--- config.mk ---
export PLATFORM = sky130hd
export DESIGN_NAME = hc_dma_device_flat
export DESIGN_NICKNAME = d
export VERILOG_FILES = /design/src/design/hc_dma_pkg.sv /design/src/design/hc_dma_if.sv /design/src/design/hc_burst_counter.sv /design/src/design/hc_dma_device.sv /design/src/flat_wrapper.sv
export SDC_FILE = /design/constraint.sdc
export NUM_CORES = 1
export LEC_CHECK = 0
export ABC_AREA = 0
export BUFFER_PORTS_ARGS = -buffer_cell sky130_fd_sc_hd__clkbuf_2
export CORE_MARGIN = 4
export CORE_UTILIZATION = 56
export CTS_CLUSTER_DIAMETER = 50
export DETAILED_ROUTE_END_ITERATION = 7
export HOLD_SLACK_MARGIN = 0.05
export PLACE_DENSITY = 0.79
export SYNTH_ARGS = -nofsm -noshare
export SYNTH_HDL_FRONTEND = slang
export SYNTH_SLANG_ARGS = --single-unit
--- constraint.sdc ---
create_clock -name mclk_in -period 2.6 [get_ports mclk_in]
set_input_delay 0.52 -clock mclk_in [delete_from_list [all_inputs] [get_ports mclk_in]]
set_output_delay 0.52 -clock mclk_in [all_outputs]
set_load 0.05 [all_outputs]
--- src/design/hc_dma_pkg.sv ---
package hc_dma_pkg;
    // =====================================================
    // Command codes
    localparam logic [7:0] CMD_SETUP_RD = 8'h21;
    localparam logic [7:0] CMD_SETUP_WR = 8'hA1;
    localparam logic [7:0] CMD_COUNT_RD = 8'h22;
    localparam logic [7:0] CMD_COUNT_WR = 8'hA2;
    localparam logic [7:0] CMD_IRQ_RD = 8'h24;
    localparam logic [7:0] CMD_IRQ_WR = 8'hA4;
    // =====================================================
    // Field positions
    localparam int DIR_BIT = 0;
    localparam int LIST_BIT = 1;
    localparam int CNT_USE_BIT = 2;
    localparam int GO_BIT = 4;
    localparam int BURST_LO = 5;
    localparam int DONE_BIT = 2;
    localparam logic [15:0] SETUP_MASK = 16'h0077;
    localparam logic [15:0] RESET_VAL = 16'h0000;
    // =====================================================
    // Burst codes and limits
    localparam logic [1:0] BURST_1 = 2'h0;
    localparam logic [1:0] BURST_4 = 2'h1;
    localparam logic [1:0] BURST_8 = 2'h2;
    localparam logic [15:0] ACK_LIMIT = 16'h1000;
    localparam logic [15:0] ISO_LIMIT = 16'h0800;
    localparam logic [15:0] BYTES_PER_WORD = 16'h0002;
    // =====================================================
    // Host register offsets
    localparam logic [3:0] REG_CTRL = 4'h0;
    localparam logic [3:0] REG_DATA = 4'h1;
    localparam logic [3:0] REG_STAT = 4'h2;
    localparam logic [3:0] REG_RESULT = 4'h3;
endpackage

--- src/design/hc_dma_if.sv ---
// =====================================================
// Link between the host controller end and the CPU/DMA end.
interface hc_dma_if;
    logic cmd_valid;
    logic [7:0] cmd_code;
    logic [15:0] cmd_wdata;
    logic [15:0] cmd_rdata;
    logic xfer_req;
    logic dack;
    logic xfer_end;
    modport device (input cmd_valid, input cmd_code, input cmd_wdata, output cmd_rdata,
                    output xfer_req, input dack, input xfer_end);
    modport cpu (output cmd_valid, output cmd_code, output cmd_wdata, input cmd_rdata,
                 input xfer_req, output dack, output xfer_end);
endinterface

--- src/design/hc_burst_counter.sv ---
// =====================================================
// Counts data cycles of one burst and reports its end.
module hc_burst_counter (
    input wire logic mclk_in,
    input wire logic rstn_in,
    input wire logic start_in,
    input wire logic step_in,
    input wire logic [1:0] code_in,
    output logic busy_out,
    output logic last_out
);
    logic [3:0] left_q;
    logic [3:0] len;

    // Burst length from code.
    assign len = (code_in == hc_dma_pkg::BURST_8) ? 4'h8 :
                 (code_in == hc_dma_pkg::BURST_4) ? 4'h4 : 4'h1;
    assign busy_out = (left_q != 4'h0);
    assign last_out = busy_out && step_in && (left_q == 4'h1);

    // Load on start, count down per data cycle.
    always_ff @(posedge mclk_in or negedge rstn_in) begin
        if (!rstn_in) begin
            left_q <= 4'h0;
        end else if (start_in) begin
            left_q <= len;
        end else if (busy_out && step_in) begin
            left_q <= left_q - 4'h1;
        end
    end
endmodule // hc_burst_counter

--- src/design/hc_dma_device.sv ---
// =====================================================
// Host controller side: setup, byte count, request and done flag.
//
// Chosen here: the plain strobed port.
module hc_dma_device (
    input wire logic mclk_in,
    input wire logic rstn_in,
    hc_dma_if.device link,
    input wire logic abort_in,
    output logic buf_sel_out,
    output logic dir_out,
    output logic ram_strobe_out,
    output logic [15:0] buffer_fill_status_out
);
    logic [15:0] setup_q;
    logic [15:0] count_q;
    logic [15:0] dma_cnt_q;
    logic done_q;
    logic [15:0] fill_q;
    logic [15:0] rdata_q;
    logic wr_setup, wr_count, wr_irq, step, int_end, any_end, go, cnt_use;
    logic start, burst_busy, burst_last, can_req, flush;

    // =====================================================
    // Command decode.
    assign wr_setup = link.cmd_valid && link.cmd_code == hc_dma_pkg::CMD_SETUP_WR;
    assign wr_count = link.cmd_valid && link.cmd_code == hc_dma_pkg::CMD_COUNT_WR;
    assign wr_irq = link.cmd_valid && link.cmd_code == hc_dma_pkg::CMD_IRQ_WR;
    assign go = setup_q[hc_dma_pkg::GO_BIT];
    assign cnt_use = setup_q[hc_dma_pkg::CNT_USE_BIT];
    assign buf_sel_out = setup_q[hc_dma_pkg::LIST_BIT];
    assign dir_out = setup_q[hc_dma_pkg::DIR_BIT];

    // Request logic: counted mode needs a nonzero count.
    assign can_req = go && (!cnt_use || dma_cnt_q != 16'h0000);
    assign start = can_req && !burst_busy;
    // The request drops with go; a burst cut short is flushed so that none resumes later.
    assign flush = burst_busy && !go;
    assign link.xfer_req = burst_busy && go;
    assign step = link.xfer_req && link.dack;
    assign ram_strobe_out = step;
    assign int_end = cnt_use && step && dma_cnt_q <= hc_dma_pkg::BYTES_PER_WORD;
    assign any_end = int_end || link.xfer_end;
    assign buffer_fill_status_out = fill_q;

    hc_burst_counter u_hc_burst_counter (
        .mclk_in(mclk_in),
        .rstn_in(rstn_in),
        .start_in(start),
        .step_in(step || flush),
        .code_in(setup_q[hc_dma_pkg::BURST_LO +: 2]),
        .busy_out(burst_busy),
        .last_out(burst_last)
    );

    // =====================================================
    // Setup register: go self-clears at end, software write aborts.
    always_ff @(posedge mclk_in or negedge rstn_in) begin
        if (!rstn_in) begin
            setup_q <= hc_dma_pkg::RESET_VAL;
        end else if (wr_setup) begin
            setup_q <= link.cmd_wdata & hc_dma_pkg::SETUP_MASK;
        end else if ((any_end && go) || abort_in) begin
            setup_q[hc_dma_pkg::GO_BIT] <= 1'b0;
        end
    end

    // Byte count register and internal DMA counter.
    always_ff @(posedge mclk_in or negedge rstn_in) begin
        if (!rstn_in) begin
            count_q <= hc_dma_pkg::RESET_VAL;
            dma_cnt_q <= hc_dma_pkg::RESET_VAL;
        end else begin
            if (wr_count) begin
                count_q <= link.cmd_wdata;
            end
            if (wr_count && cnt_use) begin
                dma_cnt_q <= link.cmd_wdata;
            end else if (wr_setup && link.cmd_wdata[hc_dma_pkg::CNT_USE_BIT]) begin
                dma_cnt_q <= count_q;
            end else if (step && cnt_use) begin
                dma_cnt_q <= (dma_cnt_q > hc_dma_pkg::BYTES_PER_WORD) ?
                             dma_cnt_q - hc_dma_pkg::BYTES_PER_WORD : 16'h0000;
            end
        end
    end

    // Done flag: set wins over a write-one clear.
    always_ff @(posedge mclk_in or negedge rstn_in) begin
        if (!rstn_in) begin
            done_q <= 1'b0;
            fill_q <= hc_dma_pkg::RESET_VAL;
        end else begin
            if (any_end) begin
                done_q <= 1'b1;
            end else if (wr_irq && link.cmd_wdata[hc_dma_pkg::DONE_BIT]) begin
                done_q <= 1'b0;
            end
            if (int_end) begin
                fill_q[buf_sel_out] <= !dir_out;
            end
        end
    end

    // Read data one cycle after the read command.
    always_ff @(posedge mclk_in or negedge rstn_in) begin
        if (!rstn_in) begin
            rdata_q <= 16'h0000;
        end else if (link.cmd_valid) begin
            case (link.cmd_code)
                hc_dma_pkg::CMD_SETUP_RD: rdata_q <= setup_q;
                hc_dma_pkg::CMD_COUNT_RD: rdata_q <= count_q;
                hc_dma_pkg::CMD_IRQ_RD: rdata_q <= {13'h0000, done_q, 2'h0};
                default: rdata_q <= 16'h0000;
            endcase
        end
    end
    assign link.cmd_rdata = rdata_q;
endmodule // hc_dma_device

--- src/flat_wrapper.sv ---
// flat-port wrapper written by rule: the top's interface ports become plain ports
module hc_dma_device_flat 
  (mclk_in, rstn_in, abort_in, buf_sel_out, dir_out, ram_strobe_out, buffer_fill_status_out, link_cmd_valid, link_cmd_code, link_cmd_wdata, link_cmd_rdata, link_xfer_req, link_dack, link_xfer_end);
  hc_dma_if link_i ();
  input wire logic mclk_in;
  input wire logic rstn_in;
  input wire logic abort_in;
  output logic buf_sel_out;
  output logic dir_out;
  output logic ram_strobe_out;
  output logic [15:0] buffer_fill_status_out;
  input wire logic [$bits(link_i.cmd_valid)-1:0] link_cmd_valid;
  input wire logic [$bits(link_i.cmd_code)-1:0] link_cmd_code;
  input wire logic [$bits(link_i.cmd_wdata)-1:0] link_cmd_wdata;
  output wire logic [$bits(link_i.cmd_rdata)-1:0] link_cmd_rdata;
  output wire logic [$bits(link_i.xfer_req)-1:0] link_xfer_req;
  input wire logic [$bits(link_i.dack)-1:0] link_dack;
  input wire logic [$bits(link_i.xfer_end)-1:0] link_xfer_end;
  assign link_i.cmd_valid = link_cmd_valid;
  assign link_i.cmd_code = link_cmd_code;
  assign link_i.cmd_wdata = link_cmd_wdata;
  assign link_cmd_rdata = link_i.cmd_rdata;
  assign link_xfer_req = link_i.xfer_req;
  assign link_i.dack = link_dack;
  assign link_i.xfer_end = link_xfer_end;
  hc_dma_device u_core (.mclk_in(mclk_in), .rstn_in(rstn_in), .link(link_i), .abort_in(abort_in), .buf_sel_out(buf_sel_out), .dir_out(dir_out), .ram_strobe_out(ram_strobe_out), .buffer_fill_status_out(buffer_fill_status_out));
endmodule
==> metrics.txt, run 1 <==
status=finished, final reports clean; worst skew pair latency=350 ps; Worst Reg-to-Reg Cells=6; Max clock buf depth=2; Max Slew Vio Count=0; crit path cell chain=inv_1 -> ha_1 -> or3b_4 -> and3_1 -> clkbuf_2; Placer Congestion=around 0.90; drt first pass iters=5; vias per inst=6.22; sequential share of the synthesized area=between 40% and 50%; Yosys top cell by area=dfrtp_1; Num CTS Buffers=9; measured slew at the worst slew-check pin=between 1000 and 1500 ps; Synth top area share=between 40% and 50%; Reg-to-Reg End=u_core.dma_cnt_q[13]; # hold bufs at CTS=0; final instance area=4040 sq um; cell count after synthesis=374; first-pass GRT wire length=14.8 mm; routed wire length=between 8 and 9 mm; number of routed nets with antenna violations=0; Final min period=between 2000 and 2500 ps; GRT overflow=0; top post-synthesis cells by area=dfrtp_1 43%, mux2_2 5.4%, o21ai_0 4.0%; layout cells sized above 1=26.1%; root buffer cell=clkbuf_8; die height=87.2 um; Static Leak=1.78 nW; fin nets=465; worst path required time=2080 ps; crit path max fanout=12; vias in the first global route=2910; clock slew at reported path FFs=70 ps; Total Neg Setup Slack=0 ps; I/O Buffers=slightly above 50; # resized after CTS=1; worst hold slack=approximately 78 ps; synth unique cells=68; Crit path largest cell delay=between 400 and 500 ps; Critical Path Sink Type=output port; drt wl/cell=about 18 um; CTS H-tree depth=3; PwrDens=about 580 nW/um^2; Layout area overhead=14.9%; num rows=28; GR peak layer=met1; Setup-failing EPs final=0; yosys warns=0; grt met3 use=5.11%; Std-Cell Core Area=~6000 sq um; syn avg cell area=9.39 sq um; GRT Total Usage=approximately a quarter; met2 usage=36.6%; Die Area=7600 sq um; initial drt markers=about 360; Finished Core Util=67.4%; diode count=0; CP Class=flip-flop to output port; CP max stage cell=or3b_4; Clock Sinks=61; Hold WC Path Type=primary input to async pin; Worst EP arrival=1970 ps; Detailed Place HPWL=6.63 mm; Placed Area=3850 sq um; CTS tree=built; via count=around 3.2k; CP startpoint kind=flip-flop; Post-synth EDFFs=0; Crit Reg-Reg Startpoint=u_core.dma_cnt_q[4]; Top FF cell, synth=dfrtp_1; Slew Limit Headroom=31.9%; Die X=87.2 um; initial antenna violation count=0; cell area after synthesis=3510 sq um; max-cap check violation count=0; period utilisation layout=95.6%; Fillers=roughly 490; R2R Setup Slk=170 ps; fmax=roughly 400 MHz; largest net degree at the start of global routing=28; met1 GRT Util=37.6%; Peak VDD IR=378 uV; io pins=66; Post-CTS Setup Bufs=0; Seq cells post-synth=61; DRC=0; Hold Vio Cnt, Final=0; fraction of registers with async set/reset=100%; Initial Util=58.6%; Fin Clk Skew=roughly 10 ps; RSZ-0062 raised after global routing=no
==> flip-flops by register name, indices dropped and copies added, names as in the netlist <==
name                              count
u_core.link.cmd_rdata                16
u_core.count_q                       16
u_core.setup_q                        6
u_core.dma_cnt_q                     16
u_core.u_hc_burst_counter.left_q      4
u_core.done_q                         1
u_core.buffer_fill_status_out         2
==> how the worst max path moves through the flow <==
stage	from	endpoint	slack (ps)	cells after the start
floorplan	link_cmd_code[1]	u_core.count_q[10]	370	5
global placement	u_core.u_hc_burst_counter.left_q[0]	u_core.dma_cnt_q[11]	270	7
detailed placement	u_core.u_hc_burst_counter.left_q[0]	u_core.dma_cnt_q[11]	160	7
CTS	u_core.u_hc_burst_counter.left_q[0]	ram_strobe_out	110	5
global route	u_core.u_hc_burst_counter.left_q[0]	ram_strobe_out	50	5
finish	u_core.u_hc_burst_counter.left_q[0]	ram_strobe_out	110	5
==> cell usage after synthesis (all sizes together), types with 5 or more instances <==
cell type	count
dfrtp	61
o21ai	32
inv	29
nor2	28
buf	21
mux2	18
nand3	16
a21oi	15
clkbuf	15
o22ai	14
nand2	11
a22oi	9
and2	6
o31ai	6
nand2b	5
nand4	5
nor3	5
==> power breakdown <==
| part | switching [W] | internal (W) |
|---|---|---|
| registers | 0.0000958 | 0.00102 |
| clock network | 0.000392 | 0.000395 |
| logic | 0.000250 | 0.000178 |
| total | 0.000737 | 0.00160 |
==> cells in the final DEF (no fill, tap or decap), types with 5 or more instances in the layout <==
cell type / synthesis / routed
o31ai_1: 6 / 6
buf_4: 14 / 18
nand4_1: 5 / 5
o21ai_0: 28 / 28
nand3_1: 16 / 16
a22oi_1: 9 / 9
nand2b_1: 5 / 5
nor2_1: 26 / 26
nor3_1: 5 / 5
inv_1: 29 / 29
nand2_1: 11 / 11
o22ai_1: 14 / 14
clkbuf_8: 0 / 11
a21oi_1: 14 / 14
mux2_2: 17 / 17
dfrtp_1: 61 / 61
conb_1: 1 / 14
and2_1: 6 / 6
clkbuf_2: 0 / 51
==> per-layer routing <==
layer	routed length (um)	vias to the layer above
li1	-	1474
met1	4050	1528
met2	3940	157
met3	793	18
met4	170	0
met5	0	-
==> critical path, delay by kind of cell, from the launching register on <==
kind | cells | cell delay [ps]
adders and majority gates | 1 | 190
and+or+nand+nor | 2 | 670
buffers and inverters | 2 | 340
DFF | 1 | 420
==> cell families (layout without fill, tap and decap cells) <==
group,Yosys count,in the layout,share of synthesized area (%)
other,1,14,0.107
AOI/OAI and AO/OA,117,117,23.1
DFF,61,61,43.4
xor gates and xnor gates,3,3,0.748
buffers and inverters,65,114,8.80
muxes,19,19,6.05
adders and majority gates,4,4,1.42
and+or+nand+nor,104,104,16.3
==> final cells by class <==
type	instances	area (sq um)	share of cell area, %
multi-input combinational	261	1730	42.9
sequential	61	1530	37.8
clock inverter	5	35.0	0.868
timing repair buffer	69	390	9.67
clock buffer	11	151	3.75
tap	75	93.8	2.33
inverter	29	109	2.70
==> per-stage QoR <==
step	instances	power [W]	setup slack, ps
finish	511	0.00234	114
global route	511	0.00245	49.7
CTS	511	0.00234	105
detailed placement	495	0.00155	164
global placement	495	0.00153	268
floorplan	387	0.00144	373
(Power assumes the default switching activity.)
==> inputs of run 2 (changes only) <==
BUFFER_PORTS_ARGS = -buffer_cell sky130_fd_sc_hd__buf_2   (was -buffer_cell sky130_fd_sc_hd__clkbuf_2)
==> run 2 against run 1 <==
Sequential share of layout area is 0.22 points higher. Total power is 2.5% lower. Die area stayed put. Sequential power hardly changed. Critical path type unchanged. Critical endpoint unchanged.
==> metrics.txt, run 2 (same netlist as run 1, synthesis figures left out) <==
status=finished, final reports clean; Clock Sinks=61 (unchanged); Hold Vio Cnt, Final=0 (unchanged); period utilisation layout=93.9% (-1.7 points); worst path required time=2080 ps (about the same); Slew Limit Headroom=27.3% (-4.6 points); # hold bufs at CTS=0 (unchanged); Placed Area=3840 sq um (about the same); CP max stage cell=or3b_4; Max Slew Vio Count=0 (unchanged); Layout area overhead=14.2%; Fin Clk Skew=4.66 ps (-5.53 ps); drt first pass iters=6 (+1); worst skew pair latency=340 ps (about the same); layout cells sized above 1=25.2% (-0.92 points); io pins=66 (unchanged); largest net degree at the start of global routing=35 (+25%); initial antenna violation count=0 (unchanged); Peak VDD IR=497 uV (+31%); Max clock buf depth=2 (unchanged); Initial Util=58.6% (unchanged); die height=87.2 um (unchanged); initial drt markers=494 (+38%); Die X=87.2 um (unchanged); Placer Congestion=0.906 (+1.1%); Static Leak=1.80 nW (+0.74%); Critical Path Sink Type=output port; CP startpoint kind=flip-flop; Setup-failing EPs final=0 (unchanged); vias in the first global route=2975 (+2.2%); fin nets=463 (-0.43%); GRT overflow=0 (unchanged); Post-CTS Setup Bufs=0 (unchanged); DRC=0 (unchanged); Total Neg Setup Slack=0 ps (unchanged); Multi-input gate area=1730 sq um (unchanged); first-pass GRT wire length=14.7 mm (-0.28%); fmax=410 MHz (+1.8%); CTS tree=built; clock slew at reported path FFs=60 ps (about the same); via count=3202 (+0.79%); final instance area=4010 sq um (-0.59%); routed wire length=8.97 mm (+0.17%); Std-Cell Core Area=5990 sq um (unchanged); # resized after CTS=0 (-1); Final min period=2440 ps (-44.9 ps); cell family with most CP delay=simple AND/OR/NAND/NOR gates; Sequential Area=1530 sq um (unchanged); Fillers=482 (-1.4%); Crit path largest cell delay=460 ps (about the same); I/O Buffers=51 (unchanged); Die Area=7600 sq um (unchanged); Worst EP arrival=1920 ps (-50 ps); Hold WC Path Type=primary input to async pin; PwrDens=567 nW/um^2 (-2.0%); CP Buf/Inv Count=2 (unchanged); CTS H-tree depth=3 (unchanged); commonest non-fill, non-tap cell in the layout=dfrtp_1; number of routed nets with antenna violations=0 (unchanged); measured slew at the worst slew-check pin=1080 ps (+68.4 ps); root buffer cell=clkbuf_8; CP Class=flip-flop to output port; drt wl/cell=17.7 um (+0.96%); RSZ-0062 raised after global routing=no; crit path max fanout=12 (unchanged); vias per inst=6.32 (+1.6%); diode count=0 (unchanged); Tot Pwr=0.00228 W (-2.5%); Finished Core Util=67.0% (-0.40 points); max-cap check violation count=0 (unchanged); Detailed Place HPWL=6.57 mm (-0.81%); GRT Total Usage=25.2% (-0.21 points); crit path cell chain=inv_1 -> ha_1 -> or3b_4 -> and3_1 -> buf_2; most frequent cells in the layout=61 x dfrtp_1, 51 x buf_2, 29 x inv_1; num rows=28 (unchanged); Num CTS Buffers=9 (unchanged)
==> run 2: worst register-to-register path, delay by kind of cell (launching register included) <==
family                 cells  cell delay, ps
buffers and inverters      1             220
and+or+nand+nor            1             690
AOI/OAI and AO/OA          4             980
DFF                        1             430
==> run 2: worst paths after layout <==
check | to | slack, ps | cells past startpoint | start
min in group mclk_in | u_core.done_q | 400 | 2 | link_xfer_end
min | u_core.link.cmd_rdata[11] | 210 | 1 | rstn_in
min reg2reg | u_core.done_q | 490 | 1 | u_core.done_q
max | ram_strobe_out | 160 | 5 | u_core.u_hc_burst_counter.left_q[0]
max reg2reg | u_core.dma_cnt_q[13] | 170 | 6 | u_core.dma_cnt_q[4]
max in group asynchronous | u_core.buffer_fill_status_out[0] | 1780 | 2 | rstn_in
==> run 2: layer usage <==
metal  track usage, %  vias up  wire [um]
li1                 -     1473          -
met1             36.3     1511       3940
met2             36.0      185       3860
met3             7.38       33        937
met4             8.79        0        226
met5                0        -          0
==> run 2: report_power, final <==
| group | leakage, nW | switching [W] | internal [W] | total, W |
|---|---|---|---|---|
| Clock | 0.0881 | 0.000346 | 0.000384 | 0.000730 |
| Sequential | 0.793 | 0.0000967 | 0.00103 | 0.00112 |
| Combinational | 0.917 | 0.000245 | 0.000178 | 0.000423 |
==> run 2: layout make-up <==
type	instances	share of cell area [%]
Clock buffer	12	3.87
Clock inverter	2	0.250
Inverter	29	2.71
Multi-Input combinational cell	261	43.1
Sequential cell	61	38.1
Tap cell	75	2.34
Timing Repair Buffer	67	9.67
==> run 2: through the flow <==
stage | hold WS, ps | setup slack, ps | instances
floorplan | 224 | 373 | 387
detailed placement | 476 | 39.6 | 493
global placement | 473 | 235 | 493
global route | 251 | 73.1 | 507
CTS | 218 | 1.86 | 507
finish | 207 | 159 | 507
